**src/verilog/ass_pkg.sv**
```systemverilog
// Package with constants and types for the sample sequencer control block
package ass_pkg;
    localparam int NUM_SEQ = 4;
    localparam int NUM_STEP = 8;
    localparam int SAMPLE_W = 12;
    localparam int SUM_W = 18;
    localparam int AVG_W = 7;
    localparam logic [3:0] SEQ_DEPTH_0 = 4'h8;
    localparam logic [3:0] SEQ_DEPTH_1 = 4'h4;
    localparam logic [3:0] SEQ_DEPTH_2 = 4'h4;
    localparam logic [3:0] SEQ_DEPTH_3 = 4'h1;
    localparam logic [3:0] INPUT_TEMP = 4'h8;
    localparam logic [3:0] TRIG_PROCESSOR = 4'h0;
    localparam logic [3:0] TRIG_EXTERNAL = 4'h4;
    localparam logic [3:0] TRIG_ALWAYS = 4'hF;
    // Register offsets (word index in the low address bits)
    localparam logic [7:0] REG_SEQ_ENABLE = 8'h00;
    localparam logic [7:0] REG_AVG_FACTOR = 8'h01;
    localparam logic [7:0] REG_INT_RAW = 8'h02;
    localparam logic [7:0] REG_INT_ENABLE_SET = 8'h03;
    localparam logic [7:0] REG_INT_DISABLE = 8'h04;
    localparam logic [7:0] REG_INT_CLEAR = 8'h05;
    localparam logic [7:0] REG_INT_MASKED = 8'h06;
    localparam logic [7:0] REG_PROC_TRIG = 8'h07;
    localparam logic [7:0] REG_OVERFLOW = 8'h08;
    localparam logic [7:0] REG_OVF_CLEAR = 8'h09;
    localparam logic [7:0] REG_INT_ENABLE = 8'h0A;
    localparam logic [7:0] REG_SEQ_CFG_BASE = 8'h10;
    localparam logic [7:0] REG_STEP_BASE = 8'h20;
    localparam logic [7:0] REG_FIFO_BASE = 8'h40;
    localparam logic [7:0] REG_LEVEL_BASE = 8'h44;
    localparam logic [7:0] REG_AVG_SEL_BASE = 8'h48;
    localparam logic [7:0] REG_MASKED_VIEW_BASE = 8'h4C;
    // Step field layout: [3:0] input, [4] last step, [5] interrupt at step
    localparam int STEP_END_BIT = 4;
    localparam int STEP_IE_BIT = 5;
    // Sequence config layout: [3:0] trigger, [5:4] rank
    localparam int CFG_RANK_LSB = 4;
    localparam logic [5:0] CFG_RESET = 6'h00;
    localparam logic [5:0] STEP_RESET = 6'h30;
    localparam logic [6:0] AVG_RESET = 7'h00;
    localparam logic [31:0] UNMAPPED_READ = 32'h00000000;

    typedef struct packed {
        logic [7:0] addr;
        logic [31:0] wdata;
        logic wr;
        logic rd;
    } ass_bus_req_t;

    typedef struct packed {
        logic start;
        logic [3:0] input_sel;
    } ass_conv_req_t;

    typedef struct packed {
        logic done;
        logic [SAMPLE_W-1:0] data;
    } ass_conv_rsp_t;

    function automatic logic [3:0] ass_depth(input logic [1:0] seq);
        case (seq)
            2'h0: ass_depth = SEQ_DEPTH_0;
            2'h1: ass_depth = SEQ_DEPTH_1;
            2'h2: ass_depth = SEQ_DEPTH_2;
            default: ass_depth = SEQ_DEPTH_3;
        endcase
    endfunction
endpackage

```
**src/verilog/ass_averager.sv**
```systemverilog
// Averager that folds successive conversions into one result
`timescale 1ns/100ps
`default_nettype none
module ass_averager (
    input wire logic clk_i,
    input wire logic rst_i,
    input wire logic clear_i,
    input wire logic [6:0] averaging_factor_i,
    input wire logic sample_valid_i,
    input wire logic [ass_pkg::SAMPLE_W-1:0] sample_i,
    output logic result_valid_o,
    output logic [ass_pkg::SAMPLE_W-1:0] result_o
);
    typedef struct packed {
        logic [ass_pkg::SUM_W-1:0] sum;
        logic [6:0] count;
        logic valid;
        logic [ass_pkg::SAMPLE_W-1:0] result;
    } ass_avg_state_t;

    ass_avg_state_t st;
    ass_avg_state_t next_st;
    logic [2:0] shift;
    logic [ass_pkg::SUM_W-1:0] total;

    always_comb
    begin
        next_st = st;
        next_st.valid = 1'b0;
        total = st.sum + ass_pkg::SUM_W'(sample_i);
        shift = 3'h0;
        for (int i = 1; i < 7; i++)
        begin
            if (averaging_factor_i[i])
            begin
                shift = 3'(i);
            end
        end
        if (clear_i)
        begin
            next_st.sum = '0;
            next_st.count = '0;
        end
        else if (sample_valid_i)
        begin
            if (shift == 3'h0)
            begin
                next_st.valid = 1'b1;
                next_st.result = sample_i;
            end
            else if ((st.count + 7'h01) == (7'h01 << shift))
            begin
                next_st.valid = 1'b1;
                next_st.result = ass_pkg::SAMPLE_W'(total >> shift);
                next_st.sum = '0;
                next_st.count = '0;
            end
            else
            begin
                next_st.sum = total;
                next_st.count = st.count + 7'h01;
            end
        end
    end

    always_ff @(posedge clk_i)
    begin
        if (rst_i)
        begin
            st <= '0;
        end
        else
        begin
            st <= next_st;
        end
    end

    assign result_valid_o = st.valid;
    assign result_o = st.result;
endmodule
`default_nettype wire

```
**src/verilog/ass_result_fifo.sv**
```systemverilog
// Result FIFO of one sample sequence, depth set by depth_i up to eight entries
`timescale 1ns/100ps
`default_nettype none
module ass_result_fifo (
    input wire logic clk_i,
    input wire logic rst_i,
    input wire logic [3:0] depth_i,
    input wire logic push_i,
    input wire logic [ass_pkg::SAMPLE_W-1:0] push_data_i,
    input wire logic pop_i,
    output logic [ass_pkg::SAMPLE_W-1:0] head_o,
    output logic [3:0] level_o,
    output logic full_o
);
    typedef struct packed {
        logic [2:0] wptr;
        logic [2:0] rptr;
        logic [3:0] level;
    } ass_fifo_state_t;

    ass_fifo_state_t st;
    ass_fifo_state_t next_st;
    logic [ass_pkg::SAMPLE_W-1:0] mem [0:7];
    logic do_push;
    logic do_pop;

    always_comb
    begin
        next_st = st;
        do_push = push_i && (st.level < depth_i);
        do_pop = pop_i && (st.level != 4'h0);
        if (do_push)
        begin
            next_st.wptr = (st.wptr + 3'h1) & 3'(depth_i - 4'h1);
        end
        if (do_pop)
        begin
            next_st.rptr = (st.rptr + 3'h1) & 3'(depth_i - 4'h1);
        end
        next_st.level = st.level + {3'h0, do_push} - {3'h0, do_pop};
    end

    always_ff @(posedge clk_i)
    begin
        if (rst_i)
        begin
            st <= '0;
        end
        else
        begin
            st <= next_st;
        end
        if (do_push)
        begin
            mem[st.wptr] <= push_data_i;
        end
    end

    assign head_o = mem[st.rptr];
    assign level_o = st.level;
    assign full_o = (st.level >= depth_i);
endmodule
`default_nettype wire

```
**src/verilog/ass_sequencer.sv**
```systemverilog
// Top of the sample sequencer control: registers, arbitration, step walk
`timescale 1ns/100ps
`default_nettype none
module ass_sequencer (
    input wire logic clk_i,
    input wire logic rst_i,
    input wire logic [7:0] bus_addr_i,
    input wire logic [31:0] bus_wdata_i,
    input wire logic bus_wr_i,
    input wire logic bus_rd_i,
    input wire logic [3:0] ext_trig_i,
    input wire logic conv_done_i,
    input wire logic [ass_pkg::SAMPLE_W-1:0] conv_data_i,
    output logic [31:0] bus_rdata_o,
    output logic conv_start_o,
    output logic [3:0] conv_input_o,
    output logic [3:0] irq_o
);
    typedef enum logic [2:0] {
        ST_IDLE = 3'b001,
        ST_START = 3'b010,
        ST_WAIT = 3'b100
    } ass_fsm_t;

    typedef struct packed {
        ass_fsm_t fsm;
        logic [3:0] seq_en;
        logic [6:0] averaging_factor;
        logic [3:0] int_raw;
        logic [3:0] int_en;
        logic [3:0] overflow;
        logic [3:0] pending;
        logic [3:0][5:0] seq_cfg;
        logic [3:0][7:0][5:0] step_cfg;
        logic [3:0] masked_view_select;
        logic [1:0] sequence_index;
        logic [2:0] step;
        logic done_seen;
        logic [3:0] ext_prev;
        logic [31:0] rdata;
        logic conv_start;
        logic [3:0] conv_input;
        logic [3:0] irq;
    } ass_state_t;

    ass_state_t st;
    ass_state_t next_st;
    ass_pkg::ass_bus_req_t req;
    logic [3:0] pop;
    logic [3:0] full;
    logic [3:0][3:0] level;
    logic [3:0][ass_pkg::SAMPLE_W-1:0] head;
    logic avg_valid;
    logic [ass_pkg::SAMPLE_W-1:0] avg_data;
    logic [3:0] trig_event;
    logic [3:0] cand;
    logic [1:0] winner;
    logic found;
    logic [3:0] trig_src;
    logic [5:0] cur_step;
    logic [1:0] sel;
    logic [31:0] rd_val;

    assign req = '{addr: bus_addr_i, wdata: bus_wdata_i, wr: bus_wr_i, rd: bus_rd_i};

    // Only the highest set bit counts, so a raw value like 6 acts as 4
    ass_averager u_avg (
        .clk_i(clk_i),
        .rst_i(rst_i),
        .clear_i(st.fsm == ST_IDLE),
        .averaging_factor_i(st.averaging_factor),
        .sample_valid_i(conv_done_i && st.fsm == ST_WAIT && !st.done_seen),
        .sample_i(conv_data_i),
        .result_valid_o(avg_valid),
        .result_o(avg_data)
    );

    for (genvar g = 0; g < ass_pkg::NUM_SEQ; g++)
    begin : g_fifo
        ass_result_fifo u_fifo (
            .clk_i(clk_i),
            .rst_i(rst_i),
            .depth_i(ass_pkg::ass_depth(2'(g))),
            .push_i(avg_valid && st.sequence_index == 2'(g)),
            .push_data_i(avg_data),
            .pop_i(pop[g]),
            .head_o(head[g]),
            .level_o(level[g]),
            .full_o(full[g])
        );
    end

    always_comb
    begin
        next_st = st;
        next_st.conv_start = 1'b0;
        next_st.rdata = '0;
        pop = '0;
        sel = req.addr[1:0];
        rd_val = ass_pkg::UNMAPPED_READ;
        next_st.ext_prev = ext_trig_i;
        // Trigger detection per sequence
        for (int s = 0; s < 4; s++)
        begin
            trig_src = st.seq_cfg[s][3:0];
            trig_event[s] = 1'b0;
            if (trig_src == ass_pkg::TRIG_ALWAYS)
            begin
                trig_event[s] = 1'b1;
            end
            else if (trig_src == ass_pkg::TRIG_EXTERNAL)
            begin
                trig_event[s] = ext_trig_i[s] && !st.ext_prev[s];
            end
            else if (trig_src == ass_pkg::TRIG_PROCESSOR)
            begin
                trig_event[s] = req.wr && req.addr == ass_pkg::REG_PROC_TRIG
                    && req.wdata[s];
            end
            if (trig_event[s] && st.seq_en[s])
            begin
                if (level[s] != 4'h0 || st.pending[s])
                begin
                    next_st.overflow[s] = 1'b1;
                end
                next_st.pending[s] = 1'b1;
            end
        end
        // Rank 0 wins; ranks are assumed distinct
        cand = st.pending & st.seq_en;
        found = 1'b0;
        winner = 2'h0;
        for (int r = 3; r >= 0; r--)
        begin
            for (int s = 0; s < 4; s++)
            begin
                if (cand[s] && st.seq_cfg[s][ass_pkg::CFG_RANK_LSB +: 2] == 2'(r))
                begin
                    found = 1'b1;
                    winner = 2'(s);
                end
            end
        end
        cur_step = st.step_cfg[st.sequence_index][st.step];
        case (st.fsm)
            ST_IDLE:
            begin
                if (found)
                begin
                    next_st.sequence_index = winner;
                    next_st.step = 3'h0;
                    next_st.pending[winner] = 1'b0;
                    next_st.fsm = ST_START;
                end
            end
            ST_START:
            begin
                next_st.conv_start = 1'b1;
                next_st.conv_input = cur_step[3:0];
                next_st.fsm = ST_WAIT;
            end
            ST_WAIT:
            begin
                // Averager answers one cycle after done, so decide then
                if (st.done_seen)
                begin
                    next_st.done_seen = 1'b0;
                    if (avg_valid)
                    begin
                        if (cur_step[ass_pkg::STEP_IE_BIT])
                        begin
                            next_st.int_raw[st.sequence_index] = 1'b1;
                        end
                        if (cur_step[ass_pkg::STEP_END_BIT] ||
                            4'({1'b0, st.step} + 4'h1) ==
                            ass_pkg::ass_depth(st.sequence_index))
                        begin
                            next_st.fsm = ST_IDLE;
                        end
                        else
                        begin
                            next_st.step = st.step + 3'h1;
                            next_st.fsm = ST_START;
                        end
                    end
                    else
                    begin
                        next_st.fsm = ST_START;
                    end
                end
                else if (conv_done_i)
                begin
                    next_st.done_seen = 1'b1;
                end
            end
            default:
            begin
                next_st.fsm = ST_IDLE;
            end
        endcase
        // Register writes; clears here sit below sets so sets win below
        if (req.wr)
        begin
            case (req.addr)
                ass_pkg::REG_SEQ_ENABLE: next_st.seq_en = req.wdata[3:0];
                ass_pkg::REG_AVG_FACTOR: next_st.averaging_factor = req.wdata[6:0];
                ass_pkg::REG_INT_ENABLE_SET:
                begin
                    next_st.int_raw = st.int_raw & ~req.wdata[3:0];
                    next_st.int_en = st.int_en | req.wdata[3:0];
                end
                ass_pkg::REG_INT_DISABLE:
                    next_st.int_en = st.int_en & ~req.wdata[3:0];
                ass_pkg::REG_INT_CLEAR:
                    next_st.int_raw = st.int_raw & ~req.wdata[3:0];
                ass_pkg::REG_OVF_CLEAR:
                    next_st.overflow = (st.overflow & ~req.wdata[3:0]) |
                        (next_st.overflow & ~st.overflow);
                default:
                begin
                    if (req.addr[7:2] == ass_pkg::REG_SEQ_CFG_BASE[7:2])
                    begin
                        next_st.seq_cfg[sel] = req.wdata[5:0];
                    end
                    else if (req.addr[7:5] == ass_pkg::REG_STEP_BASE[7:5])
                    begin
                        next_st.step_cfg[req.addr[4:3]][req.addr[2:0]] = req.wdata[5:0];
                    end
                    else if (req.addr[7:2] == ass_pkg::REG_MASKED_VIEW_BASE[7:2])
                    begin
                        next_st.masked_view_select[sel] = req.wdata[0];
                    end
                end
            endcase
        end
        // Interrupt set wins over a same-cycle clear
        if (st.fsm == ST_WAIT && avg_valid && cur_step[ass_pkg::STEP_IE_BIT])
        begin
            next_st.int_raw[st.sequence_index] = 1'b1;
        end
        if (req.rd)
        begin
            case (req.addr)
                ass_pkg::REG_SEQ_ENABLE: rd_val = {28'h0, st.seq_en};
                ass_pkg::REG_AVG_FACTOR: rd_val = {25'h0, st.averaging_factor};
                ass_pkg::REG_INT_RAW: rd_val = {28'h0, st.int_raw};
                ass_pkg::REG_INT_MASKED: rd_val = {28'h0, st.int_raw & st.int_en};
                ass_pkg::REG_INT_ENABLE: rd_val = {28'h0, st.int_en};
                ass_pkg::REG_OVERFLOW: rd_val = {28'h0, st.overflow};
                default:
                begin
                    if (req.addr[7:2] == ass_pkg::REG_FIFO_BASE[7:2])
                    begin
                        rd_val = {19'h00000, level[sel] == 4'h0, head[sel]};
                        pop[sel] = 1'b1;
                    end
                    else if (req.addr[7:2] == ass_pkg::REG_LEVEL_BASE[7:2])
                    begin
                        rd_val = {27'h0, full[sel], level[sel]};
                    end
                    else if (req.addr[7:2] == ass_pkg::REG_SEQ_CFG_BASE[7:2])
                    begin
                        rd_val = {26'h0, st.seq_cfg[sel]};
                    end
                    else if (req.addr[7:5] == ass_pkg::REG_STEP_BASE[7:5])
                    begin
                        rd_val = {26'h0, st.step_cfg[req.addr[4:3]][req.addr[2:0]]};
                    end
                    else if (req.addr[7:2] == ass_pkg::REG_MASKED_VIEW_BASE[7:2])
                    begin
                        rd_val = {31'h0, st.masked_view_select[sel] ?
                            st.int_raw[sel] & st.int_en[sel] : st.int_raw[sel]};
                    end
                end
            endcase
        end
        next_st.rdata = rd_val;
        next_st.irq = next_st.int_raw & next_st.int_en;
    end

    always_ff @(posedge clk_i)
    begin
        if (rst_i)
        begin
            st <= '0;
            st.fsm <= ST_IDLE;
            st.averaging_factor <= ass_pkg::AVG_RESET;
            st.seq_cfg <= {4{ass_pkg::CFG_RESET}};
            st.step_cfg <= {32{ass_pkg::STEP_RESET}};
        end
        else
        begin
            st <= next_st;
        end
    end

    assign bus_rdata_o = st.rdata;
    assign conv_start_o = st.conv_start;
    assign conv_input_o = st.conv_input;
    assign irq_o = st.irq;
endmodule
`default_nettype wire
```
**config.mk**
```make
export PLATFORM = sky130hd
export DESIGN_NAME = ass_sequencer
export DESIGN_NICKNAME = d
export VERILOG_FILES = /design/src/verilog/ass_pkg.sv /design/src/verilog/ass_averager.sv /design/src/verilog/ass_result_fifo.sv /design/src/verilog/ass_sequencer.sv
export SDC_FILE = /design/constraint.sdc
export NUM_CORES = 1
export LEC_CHECK = 0
export BUFFER_PORTS_ARGS = -buffer_cell sky130_fd_sc_hd__buf_4
export CORE_AREA = 5 5 360 362
export DETAILED_ROUTE_END_ITERATION = 16
export DIE_AREA = 0 0 365 367
export GPL_TIMING_DRIVEN = 0
export HOLD_SLACK_MARGIN = 0.06
export PLACE_DENSITY = 0.44
export SLEW_MARGIN = 40
export SYNTH_ARGS = -nofsm -noshare
export SYNTH_HDL_FRONTEND = slang
export SYNTH_HIERARCHICAL = 1
export SYNTH_SLANG_ARGS = --single-unit
```
**constraint.sdc**
```tcl
create_clock -name clk_i -period 4.99 [get_ports clk_i]
set_clock_uncertainty 0.05 [all_clocks]
set_input_delay 0.998 -clock clk_i [delete_from_list [all_inputs] [get_ports clk_i]]
set_output_delay 0.998 -clock clk_i [all_outputs]
set_load 0.05 [all_outputs]
```
==> metrics.md <==
| Metric | Value |
|---|---|
| WHS | 0.410 ns |
| Via count | 25800 |
| First-pass GRT wire length | 184 mm |
| Fillers | 12400 |
| Overall global routing resource usage | 18.7% |
| Max H-tree Level | 3 |
| Final core utilization | 34.7% |
| Io pins | 102 |
| Worst min path class | reg2reg |
| Largest net degree at the start of global routing | 33 |
| CP arrival | 4.65 ns |
| Port Buf Inserts | 50 |
| Syn Inst Count | 2983 |
| Fin crit period | 4.16 ns |
| Sw Pwr | 3.14 mW |
| Vias in the first global route | 25200 |
| CTS buffer count | 89 |
| Sequential Power Share | 46.6% |
| Post-DP HPWL | 91.7 mm |
| Max frequency | 240 MHz |
| Layout area overhead | 16.9% |
| Most common cell after layout, fill and taps aside | edfxtp_1 |
| Most frequent cells in the layout | 384 x edfxtp_1, 372 x dfxtp_1, 270 x nor2_1, 193 x nand2_1, 167 x mux2i_1 |
| Synth top area cells | edfxtp_1 31%, dfxtp_1 20%, mux4_2 8.4%, mux4_1 5.9%, mux2i_1 4.5% |
| Netlist cell types | 106 |
| CTS tree | done |
| Maximum clock path buffer count | 3 |
| Clock insertion delay at the later pin of the skew report | 0.67 ns |
| # rows | 131 |
| Mapped cell area | 37500 um^2 |
| Total congestion overflow | 0 |
| Post-synth EDFFs | 384 |
| Die height | 367 um |
| Async SR Flop Fraction | 0% |
| Die Wd | 365 um |
| Max_cap viols | 0 |
| Final Cycle Share | 83.4% |
| Vias per inst | 5.21 |
| Synthesized area per cell | 12.6 um^2 |
| Startpoint Class | input pin |
| CTS Sinks | 756 |
| Antenna violations before repair | 1 |
| Cts hold-fix bufs | 0 |
| Reg area | 19000 um^2 |
| Synth warn | 6 |
| Post-route DRC | 0 |
| Sw Ratio | 22.6% |
| Worst EP required | 5.48 ns |
| Seq/Total Area, Yosys | 50.6% |
| Crit Path Category | in2reg |
| Largest area contributor in the netlist | edfxtp_1 |
| Area of the multi-input gates | 17100 um^2 |
| Share of cells above drive strength 1 | 22.4% |
| Pwr Total | 13.9 mW |
| Synth Register Bits | 756 |
| Cell Int Power | 10.7 mW |
| Leak | 14.9 nW |
| Clock share of power | 49.3% |
| Worst-Margin Slew | 0.907 ns |
| Clock Tree Root | clkbuf_16 |
| Final Hold Viols | 0 |
| Slowest Stage Delay on Critical Path | 0.54 ns |
| Ys flop type | edfxtp_1 |
| Final wirelength | 127 mm |
| Drt first-iter violations | 2155 |
| Max Slew Vio Count | 0 |
| IR drop worst, VDD | 0.264 mV |
| # resized after CTS | 0 |
| GP Congestion | 0.884 |
| Starting Density | 29.7% |
| WL/cell | 25.6 um |
| WP buf/inv | 7 |
| Critical path fanouts, max | 10 |
| Inserted Diodes | 0 |
| Max_slew headroom | 39.4% |
| Final-stage net count | 3358 |
| Setup Buffers After CTS | 0 |
| Fin Setup TNS | 0 ns |
| Delay-heaviest family, CP | buffers and inverters |
| Yosys top cell area share | 30.8% |
| DRT Pass-1 Iters | 6 |
| Final setup violation count | 0 |
| RSZ-0062 raised after global routing | no |
| Reg clk slew, reported paths | 0.06 ns |
| Comb pwr share | 4.1% |
| Outcome | completed |
| Pwr Density | 317 nW/um^2 |
| Cells along the critical path | buf_4, buf_2, buf_2, buf_2, nor3_4, nand2_1, nor2_1, o31ai_2, inv_1, ha_1, inv_1, ha_1, inv_1, fa_1, xor2_1, nor2_1 |
| Total die area | 134000 um^2 |
| Slowest-stage cell, CP | nor3_4 |
| Critical path endpoint category | flip-flop |
| Post-route ant nets | 0 |
| Core area | 126000 um^2 |
Yosys cell counts, types with 11 or more instances:
cell type	number
nand2b_1	33
and2_1	14
o211ai_1	13
or3_1	21
nand2_1	193
nor2_1	284
nor2b_1	35
mux2i_1	167
nand3b_1	17
buf_2	43
a21oi_1	139
o31a_1	42
ha_1	66
a2111oi_0	11
dfxtp_1	372
a211oi_1	13
and3_1	12
buf_4	88
buf_6	25
mux4_1	84
nor3_1	50
a211o_1	15
o21ai_0	76
inv_1	83
xnor2_1	16
a21o_1	19
a22oi_1	24
nor3b_1	13
mux2_2	56
o21a_1	15
nor4_1	11
edfxtp_1	384
nand3_1	74
nor3_4	16
mux4_2	139
clkbuf_1	91
nor3_2	12
xor2_1	12
o22ai_1	20
registers in the layout, summed over array words and instances (netlist names), 4 cells and up, named ones only:
register,cells
bus_rdata_o,13
conv_input_o,4
g_fifo.u_fifo/level_o,16
g_fifo.u_fifo/mem,384
g_fifo.u_fifo/st,24
irq_o,4
st,260
u_avg/result_o,12
u_avg/st,25
tightest hold or removal path, stage by stage (launching register included):
cell and delay (ns):
dfxtp_1 0.31, nand2_1 0.05, a21oi_1 0.05
power by group through the flow:
stage,Clock [mW],Sequential [mW],Combinational (mW)
2_1_floorplan,0,6.61,0.333
3_3_place_gp,0,6.61,0.556
3_5_place_dp,0,6.61,0.560
4_1_cts,7.00,6.48,0.561
5_1_grt,7.23,6.47,0.599
6_report,6.84,6.48,0.570
through the flow:
step,worst slack (ns),instances,cell area [um^2]
2_1_floorplan,1.07,3032,37700
3_3_place_gp,-0.771,4744,40100
3_5_place_dp,-0.204,4796,40700
4_1_cts,0.506,4958,43800
5_1_grt,0.651,4959,43800
6_report,0.829,4959,43800
routing by layer:
metal,share of wire [%],routed length [um],global-route usage (%)
met1,46,58700,26.5
met2,46,58200,29.7
met3,5.1,6540,2.86
met4,2.9,3740,5.27
met5,0.0094,12,0
logic make-up (layout without fill, tap and decap cells):
| family | Yosys count | after routing | synth area share, % |
|---|---|---|---|
| and+or+nand+nor | 839 | 839 | 11.5 |
| other | 2 | 51 | 0.0200 |
| adders and majority gates | 71 | 71 | 2.47 |
| DFF | 756 | 756 | 50.6 |
| AOI/OAI and AO/OA | 495 | 495 | 9.24 |
| muxes | 447 | 447 | 20.4 |
| buffers and inverters | 344 | 609 | 5.01 |
| xor gates and xnor gates | 29 | 29 | 0.714 |
area by class of cell:
class / count / area share (%)
timing repair buffer: 103 / 1.73
clock inverter: 45 / 1.36
inverter: 86 / 0.737
buffer: 258 / 3.62
sequential: 756 / 43.3
multi-input combinational: 1932 / 38.9
tap: 1662 / 4.75
clock buffer: 117 / 5.58
worst paths after layout:
path,start,to,slack [ns],cells after the start
setup / recovery,bus_addr_i[3],g_fifo[2].u_fifo/level_o[2]$_SDFF_PP0_,0.83,16
hold / removal,u_avg/st[29]$_SDFFE_PP0P_,u_avg/st[29]$_SDFFE_PP0P_,0.41,2
setup reg to reg,st[50]$_SDFFE_PP0P_,g_fifo[0].u_fifo/level_o[3]$_SDFF_PP0_,0.99,15
hold reg to reg,u_avg/st[29]$_SDFFE_PP0P_,u_avg/st[29]$_SDFFE_PP0P_,0.41,2
(Power assumes the default switching activity.)
